## config.mk

```make
export PLATFORM = sky130hd
export DESIGN_NAME = oss_switch
export DESIGN_NICKNAME = d
export VERILOG_FILES = /design/src/oss_pkg.sv /design/src/oss_switch.sv
export SDC_FILE = /design/constraint.sdc
export NUM_CORES = 1
export LEC_CHECK = 0
export ABC_AREA = 1
export CAP_MARGIN = 30
export CORE_MARGIN = 4
export CORE_UTILIZATION = 40
export DETAILED_ROUTE_END_ITERATION = 10
export DONT_BUFFER_PORTS = 1
export PLACE_DENSITY = 0.59
export SLEW_MARGIN = 30
export SYNTH_ARGS = -nofsm -noshare
export SYNTH_HDL_FRONTEND = slang
export SYNTH_SLANG_ARGS = --single-unit
```

## constraint.sdc

```tcl
create_clock -name i_mclk -period 1.8 [get_ports i_mclk]
set_input_delay 0.09 -clock i_mclk [delete_from_list [all_inputs] [get_ports i_mclk]]
set_output_delay 0.09 -clock i_mclk [all_outputs]
set_load 0.03 [all_outputs]
```

## src/oss_pkg.sv

```systemverilog
// Package: register map, field layout and timing for the oscillator switch
package oss_pkg;

    // Register indices on the plain register port
    localparam logic [7:0] OSS_ADDR_STATUS  = 8'hc5;
    localparam logic [7:0] OSS_ADDR_PWRCTL  = 8'hc4;
    localparam logic [7:0] OSS_ADDR_IRQ_ST  = 8'hc9;
    localparam logic [7:0] OSS_ADDR_IRQ_EN  = 8'hca;
    localparam logic [7:0] OSS_ADDR_IRQ_CLR = 8'hcb;

    // Field positions in power_clock_control
    localparam int OSS_PC_XSEL   = 7;
    localparam int OSS_PC_RCACT  = 6;
    localparam int OSS_PC_RCRES  = 5;
    localparam int OSS_PC_SUBOFF = 4;
    localparam int OSS_PC_MAINOFF = 3;
    localparam int OSS_PC_ONE    = 0;

    // Field positions in clock_status
    localparam int OSS_ST_SUBRDY  = 7;
    localparam int OSS_ST_MAINRDY = 4;

    // Interrupt status bits
    localparam int OSS_IRQ_MAINRDY = 0;
    localparam int OSS_IRQ_SUBRDY  = 1;
    localparam int OSS_IRQ_SWITCH  = 2;
    localparam int OSS_IRQ_W       = 3;

    // Warm-up counts in oscillator clocks
    localparam int OSS_MAIN_WARM_SHORT = 4096;
    localparam int OSS_MAIN_WARM_LONG  = 65536;
    localparam int OSS_SUB_WARM_SHORT  = 1024;
    localparam int OSS_SUB_WARM_LONG   = 65536;
    localparam int OSS_CNT_W           = 17;

    // Cycles spent in the gap state; the old clock is held low one cycle more than this before the new one is released
    localparam int OSS_SWITCH_GAP = 2;

    // Reset kinds seen by the block
    typedef enum logic [1:0]
    {
        OSS_RST_NONE = 2'h0,
        OSS_RST_FULL = 2'h1,
        OSS_RST_WDT  = 2'h2
    } oss_rst_kind_t;

    // Register port request
    typedef struct packed
    {
        logic [7:0] addr;
        logic [7:0] wdata;
        logic       wr;
        logic       rd;
    } oss_req_t;

    // Clock source control handed to the analogue side
    typedef struct packed
    {
        logic main_osc_en;
        logic sub_osc_en;
        logic sel_crystal;
        logic gate_crystal;
        logic gate_rc;
    } oss_clk_ctl_t;

endpackage

```

## src/oss_switch.sv

```systemverilog
// Clock source selection, oscillator warm-up and ready flags
//
// Notes on behaviour
// - crystal_select one runs from crystal, zero from on-chip RC.
// - setting crystal_select ignored unless main ready and main enabled.
// - full reset sets crystal_select; watchdog reset keeps it.
// - rc_active_status reads zero on crystal, one on RC.
// - full reset clears rc_active_status and rc_on_resume_select.
// - resume with rc_on_resume_select runs RC, else waits crystal warm-up.
// - sub_osc_disable stops the 32 kHz sub-oscillator.
// - main_osc_disable stops crystal; write one only while on RC.
// - clearing main_osc_disable restarts crystal, ready after warm-up.
// - sub ready set after warm-up, cleared when sub disabled.
// - option picks sub warm-up of 1024 or 65536 clocks.
// - main ready cleared on power-down exit restart and on disable.
// - power-on reset sets main ready.
// - option picks main warm-up of 4096 or 65536 clocks.
//
// The plain strobed port was decided locally.
module oss_switch
    import oss_pkg::*;
(
    input  wire logic                  i_mclk,
    input  wire logic                  i_rst_n,
    input  wire oss_pkg::oss_rst_kind_t i_rst_kind,
    input  wire logic                  i_main_osc_clk,
    input  wire logic                  i_sub_osc_clk,
    input  wire logic                  i_opt_main_long,
    input  wire logic                  i_opt_sub_long,
    input  wire logic                  i_pd_active,
    input  wire logic                  i_pd_wake,
    input  wire oss_pkg::oss_req_t     i_req,
    output logic [7:0]                 o_rdata,
    output oss_pkg::oss_clk_ctl_t      o_clk_ctl,
    output logic                       o_cpu_hold,
    output logic                       o_irq
);

    ////////////////////////////////////////////////////////////////////
    // Synchronisers and edge detect for the oscillator clocks
    logic [2:0] main_sync_r;
    logic [2:0] main_sync_nxt;
    logic [2:0] sub_sync_r;
    logic [2:0] sub_sync_nxt;
    logic       main_tick;
    logic       sub_tick;

    // Stage 0 feeds stage 1 only; edges found on stages 1 and 2
    always_comb
    begin
        main_sync_nxt = {main_sync_r[1:0], i_main_osc_clk};
        sub_sync_nxt  = {sub_sync_r[1:0], i_sub_osc_clk};
        main_tick     = main_sync_r[1] & ~main_sync_r[2];
        sub_tick      = sub_sync_r[1] & ~sub_sync_r[2];
    end

    always_ff @(posedge i_mclk or negedge i_rst_n)
    begin
        if (!i_rst_n)
        begin
            main_sync_r <= 3'h0;
            sub_sync_r  <= 3'h0;
        end
        else
        begin
            main_sync_r <= main_sync_nxt;
            sub_sync_r  <= sub_sync_nxt;
        end
    end

    ////////////////////////////////////////////////////////////////////
    // Control register, warm-up counters and ready flags
    typedef enum logic [2:0]
    {
        SW_IDLE  = 3'b001,
        SW_GAP   = 3'b010,
        SW_APPLY = 3'b100
    } oss_sw_state_t;

    logic                 xsel_r, xsel_nxt;
    logic                 rcact_r, rcact_nxt;
    logic                 rcres_r, rcres_nxt;
    logic                 suboff_r, suboff_nxt;
    logic                 mainoff_r, mainoff_nxt;
    logic                 mainrdy_r, mainrdy_nxt;
    logic                 subrdy_r, subrdy_nxt;
    logic                 pd_r, pd_nxt;
    logic                 hold_r, hold_nxt;
    logic [OSS_CNT_W-1:0] main_cnt_r, main_cnt_nxt;
    logic [OSS_CNT_W-1:0] sub_cnt_r, sub_cnt_nxt;
    oss_sw_state_t        sw_r, sw_nxt;
    logic [1:0]           gap_r, gap_nxt;
    logic                 target_rc_r, target_rc_nxt;
    logic                 gate_x_r, gate_x_nxt;
    logic                 gate_rc_r, gate_rc_nxt;
    logic                 main_done;
    logic                 sub_done;
    logic                 pc_wr;
    logic                 want_rc;

    // Warm-up length chosen by the factory option bit
    function automatic logic [OSS_CNT_W-1:0] warm_len(input logic lng,
                                                       input int   s,
                                                       input int   l);
        warm_len = lng ? OSS_CNT_W'(l - 1) : OSS_CNT_W'(s - 1);
    endfunction

    always_comb
    begin
        xsel_nxt      = xsel_r;
        rcres_nxt     = rcres_r;
        suboff_nxt    = suboff_r;
        mainoff_nxt   = mainoff_r;
        mainrdy_nxt   = mainrdy_r;
        subrdy_nxt    = subrdy_r;
        main_cnt_nxt  = main_cnt_r;
        sub_cnt_nxt   = sub_cnt_r;
        hold_nxt      = hold_r;
        pd_nxt        = i_pd_active;
        rcact_nxt     = rcact_r;
        sw_nxt        = sw_r;
        gap_nxt       = gap_r;
        target_rc_nxt = target_rc_r;
        gate_x_nxt    = gate_x_r;
        gate_rc_nxt   = gate_rc_r;
        pc_wr         = i_req.wr && (i_req.addr == OSS_ADDR_PWRCTL);
        main_done     = main_cnt_r ==
                        warm_len(i_opt_main_long, OSS_MAIN_WARM_SHORT,
                                 OSS_MAIN_WARM_LONG);
        sub_done      = sub_cnt_r ==
                        warm_len(i_opt_sub_long, OSS_SUB_WARM_SHORT,
                                 OSS_SUB_WARM_LONG);

        // Software writes; bit zero is expected one and not stored
        if (pc_wr)
        begin
            rcres_nxt  = i_req.wdata[OSS_PC_RCRES];
            suboff_nxt = i_req.wdata[OSS_PC_SUBOFF];
            if (!i_req.wdata[OSS_PC_XSEL])
                xsel_nxt = 1'b0;
            else if (mainrdy_r && !mainoff_r)
                xsel_nxt = 1'b1;
            if (!i_req.wdata[OSS_PC_MAINOFF])
                mainoff_nxt = 1'b0;
            else if (rcact_r)
                mainoff_nxt = 1'b1;
        end

        // Main warm-up: restart on enable or power-down exit
        if (mainoff_nxt)
        begin
            mainrdy_nxt  = 1'b0;
            main_cnt_nxt = '0;
        end
        else if (pd_r && !i_pd_active)
        begin
            mainrdy_nxt  = 1'b0;
            main_cnt_nxt = '0;
            hold_nxt     = !rcres_r;
        end
        else if (mainoff_r && !mainoff_nxt)
            main_cnt_nxt = '0;
        else if (!mainrdy_r && main_tick)
        begin
            if (main_done)
                mainrdy_nxt = 1'b1;
            else
                main_cnt_nxt = main_cnt_r + OSS_CNT_W'(1);
        end
        // Ready must still hold, so the resume cycle's set is not lost
        if (mainrdy_r && mainrdy_nxt)
            hold_nxt = 1'b0;

        // Sub warm-up
        if (suboff_nxt)
        begin
            subrdy_nxt  = 1'b0;
            sub_cnt_nxt = '0;
        end
        else if (!subrdy_r && sub_tick)
        begin
            if (sub_done)
                subrdy_nxt = 1'b1;
            else
                sub_cnt_nxt = sub_cnt_r + OSS_CNT_W'(1);
        end

        // Resume with RC choice runs from RC until the crystal is ready
        want_rc = !xsel_r || (!mainrdy_r && rcres_r);

        // Break-before-make switchover
        unique case (sw_r)
            SW_IDLE:
            begin
                if (want_rc != rcact_r)
                begin
                    target_rc_nxt = want_rc;
                    gate_x_nxt    = 1'b0;
                    gate_rc_nxt   = 1'b0;
                    gap_nxt       = 2'(OSS_SWITCH_GAP - 1);
                    sw_nxt        = SW_GAP;
                end
            end
            SW_GAP:
            begin
                if (gap_r == 2'h0)
                    sw_nxt = SW_APPLY;
                else
                    gap_nxt = gap_r - 2'h1;
            end
            SW_APPLY:
            begin
                gate_x_nxt  = !target_rc_r;
                gate_rc_nxt = target_rc_r;
                rcact_nxt   = target_rc_r;
                sw_nxt      = SW_IDLE;
            end
            default: sw_nxt = SW_IDLE;
        endcase
    end

    // Full reset loads defaults; watchdog reset keeps the select bits
    always_ff @(posedge i_mclk or negedge i_rst_n)
    begin
        if (!i_rst_n)
        begin
            xsel_r      <= 1'b1;
            rcact_r     <= 1'b0;
            rcres_r     <= 1'b0;
            suboff_r    <= 1'b0;
            mainoff_r   <= 1'b0;
            mainrdy_r   <= 1'b1;
            subrdy_r    <= 1'b0;
            main_cnt_r  <= '0;
            sub_cnt_r   <= '0;
            pd_r        <= 1'b0;
            hold_r      <= 1'b0;
            sw_r        <= SW_IDLE;
            gap_r       <= 2'h0;
            target_rc_r <= 1'b0;
            gate_x_r    <= 1'b1;
            gate_rc_r   <= 1'b0;
        end
        else if (i_rst_kind == OSS_RST_FULL)
        begin
            xsel_r      <= 1'b1;
            rcact_r     <= 1'b0;
            rcres_r     <= 1'b0;
            suboff_r    <= 1'b0;
            mainoff_r   <= 1'b0;
            // Both gates shut, crystal opened after the gap: no runt
            sw_r        <= SW_GAP;
            gap_r       <= 2'(OSS_SWITCH_GAP - 1);
            target_rc_r <= 1'b0;
            gate_x_r    <= 1'b0;
            gate_rc_r   <= 1'b0;
            hold_r      <= 1'b0;
        end
        else if (i_rst_kind == OSS_RST_WDT)
        begin
            // Select bits kept; only the oscillator disables drop
            suboff_r    <= 1'b0;
            mainoff_r   <= 1'b0;
        end
        else
        begin
            xsel_r      <= xsel_nxt;
            rcact_r     <= rcact_nxt;
            rcres_r     <= rcres_nxt;
            suboff_r    <= suboff_nxt;
            mainoff_r   <= mainoff_nxt;
            mainrdy_r   <= mainrdy_nxt;
            subrdy_r    <= subrdy_nxt;
            main_cnt_r  <= main_cnt_nxt;
            sub_cnt_r   <= sub_cnt_nxt;
            pd_r        <= pd_nxt;
            hold_r      <= hold_nxt;
            sw_r        <= sw_nxt;
            gap_r       <= gap_nxt;
            target_rc_r <= target_rc_nxt;
            gate_x_r    <= gate_x_nxt;
            gate_rc_r   <= gate_rc_nxt;
        end
    end

    ////////////////////////////////////////////////////////////////////
    // Interrupt flags, read port and registered outputs
    logic [OSS_IRQ_W-1:0] ist_r, ist_nxt;
    logic [OSS_IRQ_W-1:0] ien_r, ien_nxt;
    logic [OSS_IRQ_W-1:0] ev;
    logic [7:0]           rdata_nxt;
    oss_clk_ctl_t         ctl_nxt;
    oss_clk_ctl_t         ctl_r;
    logic [7:0]           rdata_r;
    logic                 irq_r;
    logic                 irq_nxt;

    // Set wins over a clear in the same cycle
    always_comb
    begin
        ev                  = '0;
        ev[OSS_IRQ_MAINRDY] = mainrdy_nxt & ~mainrdy_r;
        ev[OSS_IRQ_SUBRDY]  = subrdy_nxt & ~subrdy_r;
        ev[OSS_IRQ_SWITCH]  = rcact_nxt ^ rcact_r;
        ist_nxt             = ist_r;
        ien_nxt             = ien_r;
        if (i_req.wr && i_req.addr == OSS_ADDR_IRQ_CLR)
            ist_nxt = ist_nxt & ~i_req.wdata[OSS_IRQ_W-1:0];
        if (i_req.wr && i_req.addr == OSS_ADDR_IRQ_EN)
            ien_nxt = i_req.wdata[OSS_IRQ_W-1:0];
        ist_nxt = ist_nxt | ev;
        irq_nxt = |(ist_nxt & ien_nxt);

        rdata_nxt = 8'h00;
        if (i_req.rd)
        begin
            unique case (i_req.addr)
                OSS_ADDR_STATUS:
                begin
                    rdata_nxt[OSS_ST_SUBRDY]  = subrdy_r;
                    rdata_nxt[OSS_ST_MAINRDY] = mainrdy_r;
                end
                OSS_ADDR_PWRCTL:
                begin
                    rdata_nxt[OSS_PC_XSEL]    = xsel_r;
                    rdata_nxt[OSS_PC_RCACT]   = rcact_r;
                    rdata_nxt[OSS_PC_RCRES]   = rcres_r;
                    rdata_nxt[OSS_PC_SUBOFF]  = suboff_r;
                    rdata_nxt[OSS_PC_MAINOFF] = mainoff_r;
                    rdata_nxt[OSS_PC_ONE]     = 1'b1;
                end
                OSS_ADDR_IRQ_ST: rdata_nxt[OSS_IRQ_W-1:0] = ist_r;
                OSS_ADDR_IRQ_EN: rdata_nxt[OSS_IRQ_W-1:0] = ien_r;
                default:         rdata_nxt = 8'h00;
            endcase
        end

        ctl_nxt.main_osc_en  = !mainoff_r;
        ctl_nxt.sub_osc_en   = !suboff_r;
        ctl_nxt.sel_crystal  = !rcact_r;
        ctl_nxt.gate_crystal = gate_x_r;
        ctl_nxt.gate_rc      = gate_rc_r;
    end

    // Outputs all registered so nothing glitches at the pins
    always_ff @(posedge i_mclk or negedge i_rst_n)
    begin
        if (!i_rst_n)
        begin
            ist_r   <= '0;
            ien_r   <= '0;
            irq_r   <= 1'b0;
            rdata_r <= 8'h00;
            ctl_r   <= '{main_osc_en: 1'b1, sub_osc_en: 1'b1,
                         sel_crystal: 1'b1, gate_crystal: 1'b1,
                         gate_rc: 1'b0};
        end
        else
        begin
            ist_r   <= ist_nxt;
            ien_r   <= ien_nxt;
            irq_r   <= irq_nxt;
            rdata_r <= rdata_nxt;
            ctl_r   <= ctl_nxt;
        end
    end

    assign o_rdata    = rdata_r;
    assign o_clk_ctl  = ctl_r;
    assign o_cpu_hold = hold_r;
    assign o_irq      = irq_r;

endmodule

```

==> results summary <==
The largest individual stage delay along the critical path comes from the cell sky130_fd_sc_hd__dfrtp_1. The number of nets still failing antenna checks after routing is 0. For this run, the top clock speed supported by timing is 570 MHz. The fraction of the mapped netlist area in simple logic gates came out at 33.7%. In this run the worst hold path is classified as primary input to asynchronous set/reset pin. From left edge to right edge, the die measures 112 µm. The clock tree skew after final layout is 8.77 ps. For this configuration, the core starts out at a cell density of 41.3%. The leakage dissipation came out at 2.45 nW. The start of the worst register-to-register path is main_cnt_r[0]. The wire length of the first global-routing pass is 16900 µm. The total of flip-flops plus latches after synthesis came out at 77.

The total area inside the core boundary comes to 0.0104 mm². The cell count of the worst reg-to-reg path came out at 11. The arithmetic-cell share of the synthesized area counting full adders, half adders and majority gates is 1.74%. The sum of buffers and inverters on the critical path came out at 2.

Final hold analysis gives a worst-case slack of -571 ps. The area share of the largest cell type after synthesis came out at 40.1%. The critical path goes through ha_2 > nand2_2 > inv_2 > nand3_2 > nor2_2 > nand3_2 > o21ai_4 > nand2_4 > clkbuf_16 > nand3_1 > nand2_1.

Dividing the detail-routed via count by the number of cells gives 4.94. The number of iterations in the first detailed-routing pass is 4. The full die area is 0.0125 mm². The fraction of power spent switching nets came out at 32.5%. Setup violations remaining at the end of the flow were counted as 0. The number of hold violations in the final report is 77. The final layout contains 655 nets. The worst setup slack for register-to-register paths is 40 ps.

The synthesis-to-finish area growth is 17.7%. The floorplan has 37 rows. The capturing point of the worst reg2reg path is main_cnt_r[9]. Registers are responsible for 49.0% of the overall power. The flow ran to the end, but the final reports show violations.

The top-level port count came out at 43. The via count of the first global-routing pass is 3540. The final HPWL from detailed placement came out at 7020 µm. The logic depth of the worst path, buffers included came out at 11. During synthesis, Yosys emitted a total of 0 warnings. The XOR/XNOR share of the synthesized area came out at 3.05%.

The most used flip-flop cell after synthesis is sky130_fd_sc_hd__dfrtp_1. The vertical extent of the die is 112 µm. The worst slew margin relative to its limit is 70.3%. After clock tree synthesis, the flow added hold-fix buffers numbering 12. Following the worst setup path forward leads to its endpoint at main_cnt_r[9]. The vias after detailed routing is 3764. The cell at the root of the clock tree is sky130_fd_sc_hd__clkbuf_8. The source-to-sink clock delay at the later pin of the worst-skew pair came out at 350 ps. The max-slew violation count is 0. During placement, the flow inserted port buffers numbering 0. The synthesized netlist devotes 8.11% of its cell area to compound gates. The post-route clock period utilization came out at 97.5%. The maximum cell stage delay along the critical path is 410 ps. The clock transition at the registers of the reported paths is 80 ps. The mux contribution to synthesized area came out at 0%. The clock share of power is 28.1%. The placed instance count is 724. Wires add up to 9970 µm. Of all cell types, the one taking the most synthesized area is sky130_fd_sc_hd__dfrtp_1. The data arrival time of the worst path is 2000 ps.

The mean routed wirelength per cell came out at 13.1 µm. The worst setup path is launched from a register. The endpoint kind of the worst setup timing path is a register. The aggregate global routing overflow is 0. Setup repair after global routing could not meet its margin everywhere. The power per cell area came out at 914 mW/mm².

The final worst setup slack is 44.2 ps. In the final layout, the share of cells above drive strength 1 is 14.2%. OpenSTA, run right after detailed placement, puts the worst setup slack at 16.5 ps. The overall track demand over capacity in global routing is 16.4%. In this run the cell area of the synthesized design comes to 0.00430 mm². Among the stages of the critical path, the cell type that occurs most often is sky130_fd_sc_hd__nand3_2. After the flow finishes, the layout carries non-filler instances totaling 762.

The total clock buffers created by CTS came out at 9. The number of antenna violations at the first check in global routing came out at 0. The iteration-0 DRC count of the detailed router came out at 215. The gate count after technology mapping is 576. Counting flops with a built-in enable in the synthesized netlist gives 0. The number of violations of the max-capacitance limit came out at 0. The TritonCTS sink count is 77. The overall power of the completed layout is 4.63 mW. The shortest clock period the worst path allows after layout came out at 1760 ps. The slew of the pin with the lowest slew margin came out at 445 ps. The synthesized net count is 610. The maximum buffer depth of the clock tree came out at 2.

The H-tree was split into 3 levels. The sequential area share after synthesis is 45.0%. The maximum net fanout on the critical path came out at 5. The worst endpoint required time is 2050 ps.

The largest voltage drop on the vdd net is 0.637 mV. In the post-synthesis netlist, the biggest area contributors are sky130_fd_sc_hd__dfrtp_1, sky130_fd_sc_hd__nand2_1, sky130_fd_sc_hd__nand3_1. The global placer's final weighted congestion is 0.894. The internal power of the cells totals 3.12 mW.

After synthesis, the largest family of logic cells by area is simple AND/OR/NAND/NOR gates. The pin count of the biggest net entering global routing is 78. The distinct cell type count of the synthesized netlist is 32. TritonCTS built the clock tree. The net switching power figure is 1.51 mW. The critical setup path kind is register to register. Cells fill 48.6% of the core in the end. Counting flops with an async set or reset pin after synthesis yields a share of 100%. The checks that failed: hold timing. 0 antenna diodes ended up in the layout. The DRC violation count after routing came out at 0. The average instance in the mapped netlist occupies 7.47 µm². The kind of cell adding the most delay to the critical path is simple AND/OR/NAND/NOR gates.

The part of the power in combinational logic came out at 22.9%. The critical path starts at main_cnt_r[0].
## Yosys cell counts, types with 2 or more instances
cell type,number
sky130_fd_sc_hd__dfstp_2,8
sky130_fd_sc_hd__nor2_2,2
sky130_fd_sc_hd__nand4_1,11
sky130_fd_sc_hd__o21bai_1,2
sky130_fd_sc_hd__nor2_4,2
sky130_fd_sc_hd__nor4_1,3
sky130_fd_sc_hd__a21oi_1,14
sky130_fd_sc_hd__xor2_1,15
sky130_fd_sc_hd__buf_2,4
sky130_fd_sc_hd__dfrtp_1,69
sky130_fd_sc_hd__nand2_2,4
sky130_fd_sc_hd__nand3b_1,4
sky130_fd_sc_hd__nand2_4,2
sky130_fd_sc_hd__inv_1,76
sky130_fd_sc_hd__nor2_1,65
sky130_fd_sc_hd__o21ai_0,36
sky130_fd_sc_hd__clkbuf_1,3
sky130_fd_sc_hd__o21ai_1,9
sky130_fd_sc_hd__nand3_2,3
sky130_fd_sc_hd__or2_2,4
sky130_fd_sc_hd__nor3_1,20
sky130_fd_sc_hd__ha_1,6
sky130_fd_sc_hd__buf_4,3
sky130_fd_sc_hd__inv_2,2
sky130_fd_sc_hd__nand3_1,65
sky130_fd_sc_hd__nand2_1,138
## cells in the final DEF (no fill, tap or decap), drive strengths merged
| master | Yosys | routed |
|---|---|---|
| a21oi | 14 | 14 |
| and2 | 1 | 1 |
| buf | 8 | 32 |
| bufinv | 0 | 1 |
| clkbuf | 3 | 13 |
| clkinv | 0 | 2 |
| clkinvlp | 0 | 1 |
| dfrtp | 69 | 69 |
| dfstp | 8 | 8 |
| dlygate4sd3 | 0 | 12 |
| ha | 6 | 6 |
| inv | 78 | 78 |
| nand2 | 144 | 144 |
| nand3 | 68 | 68 |
| nand3b | 4 | 4 |
| nand4 | 11 | 11 |
| nor2 | 69 | 69 |
| nor3 | 20 | 20 |
| nor4 | 3 | 3 |
| o21a | 1 | 1 |
| o21ai | 46 | 46 |
| o21bai | 2 | 2 |
| o22ai | 1 | 1 |
| o2bb2ai | 1 | 1 |
| or2 | 4 | 4 |
| xor2 | 15 | 15 |
## area by class of cell
class | instances | area [µm²]
multi-input combinational | 410 | 2050
clock buffer | 12 | 145
inverter | 78 | 300
timing repair buffer | 45 | 412
clock inverter | 4 | 47.5
sequential | 77 | 1940
fill | 1031 | 5350
tap | 136 | 170
## timing repair
action,in CTS,in global routing
setup endpoints to repair,0,42
setup buffers,0,8
gates resized for setup,0,23
hold endpoints to repair,97,77
## power by group through the flow
stage          logic [mW]  clock network (mW)  registers (mW)
6_report             1.06                1.30            2.27
3_5_place_dp        0.954                   0            2.30
3_3_place_gp        0.919                   0            2.28
2_1_floorplan       0.723                   0            2.24
4_1_cts             0.987                1.35            2.26
5_1_grt              1.23                1.42            2.31
## worst min-delay path by stage
stage,startpoint,endpoint,depth (start not counted)
2_1_floorplan,i_rst_n,gap_r[0],0
3_3_place_gp,i_rst_n,main_cnt_r[14],0
3_5_place_dp,i_rst_n,main_cnt_r[6],0
4_1_cts,i_rst_n,main_cnt_r[12],0
5_1_grt,i_rst_n,main_cnt_r[14],0
6_report,i_rst_n,main_cnt_r[14],0
## layer usage
layer | vias up | global-route usage, % | wire length (µm)
met5 | - | 0 | 0
li1 | 1947 | - | -
met1 | 1755 | 21.8 | 4730
met4 | 0 | 4.70 | 142
met2 | 49 | 26.7 | 4740
met3 | 13 | 3.75 | 358
## sequential cells by signal (all words and copies together), names as in the netlist, 2 cells and up
name         cells
o_clk_ctl        5
sw_r             3
sub_cnt_r       17
o_rdata          8
ien_r            3
ist_r            3
main_sync_r      3
main_cnt_r      17
sub_sync_r       3
gap_r            2
## logic make-up (layout without fill, tap and decap cells)
family	count (synthesis)	count (layout)
AO/OA/AOI/OAI	65	65
XOR/XNOR	15	15
adder cells (fa/ha/maj)	6	6
buffers and inverters	89	139
flip-flops	77	77
AND/OR/NAND/NOR	324	324
## metrics by stage
step                setup TNS (ps)  cell area (µm²)
CTS                              0             4900
finish                           0             5070
detailed placement               0             4590
global route                  -444             5070
floorplan                        0             4300
global placement                 0             4590
No activity file was read; power rests on OpenSTA's default activity.
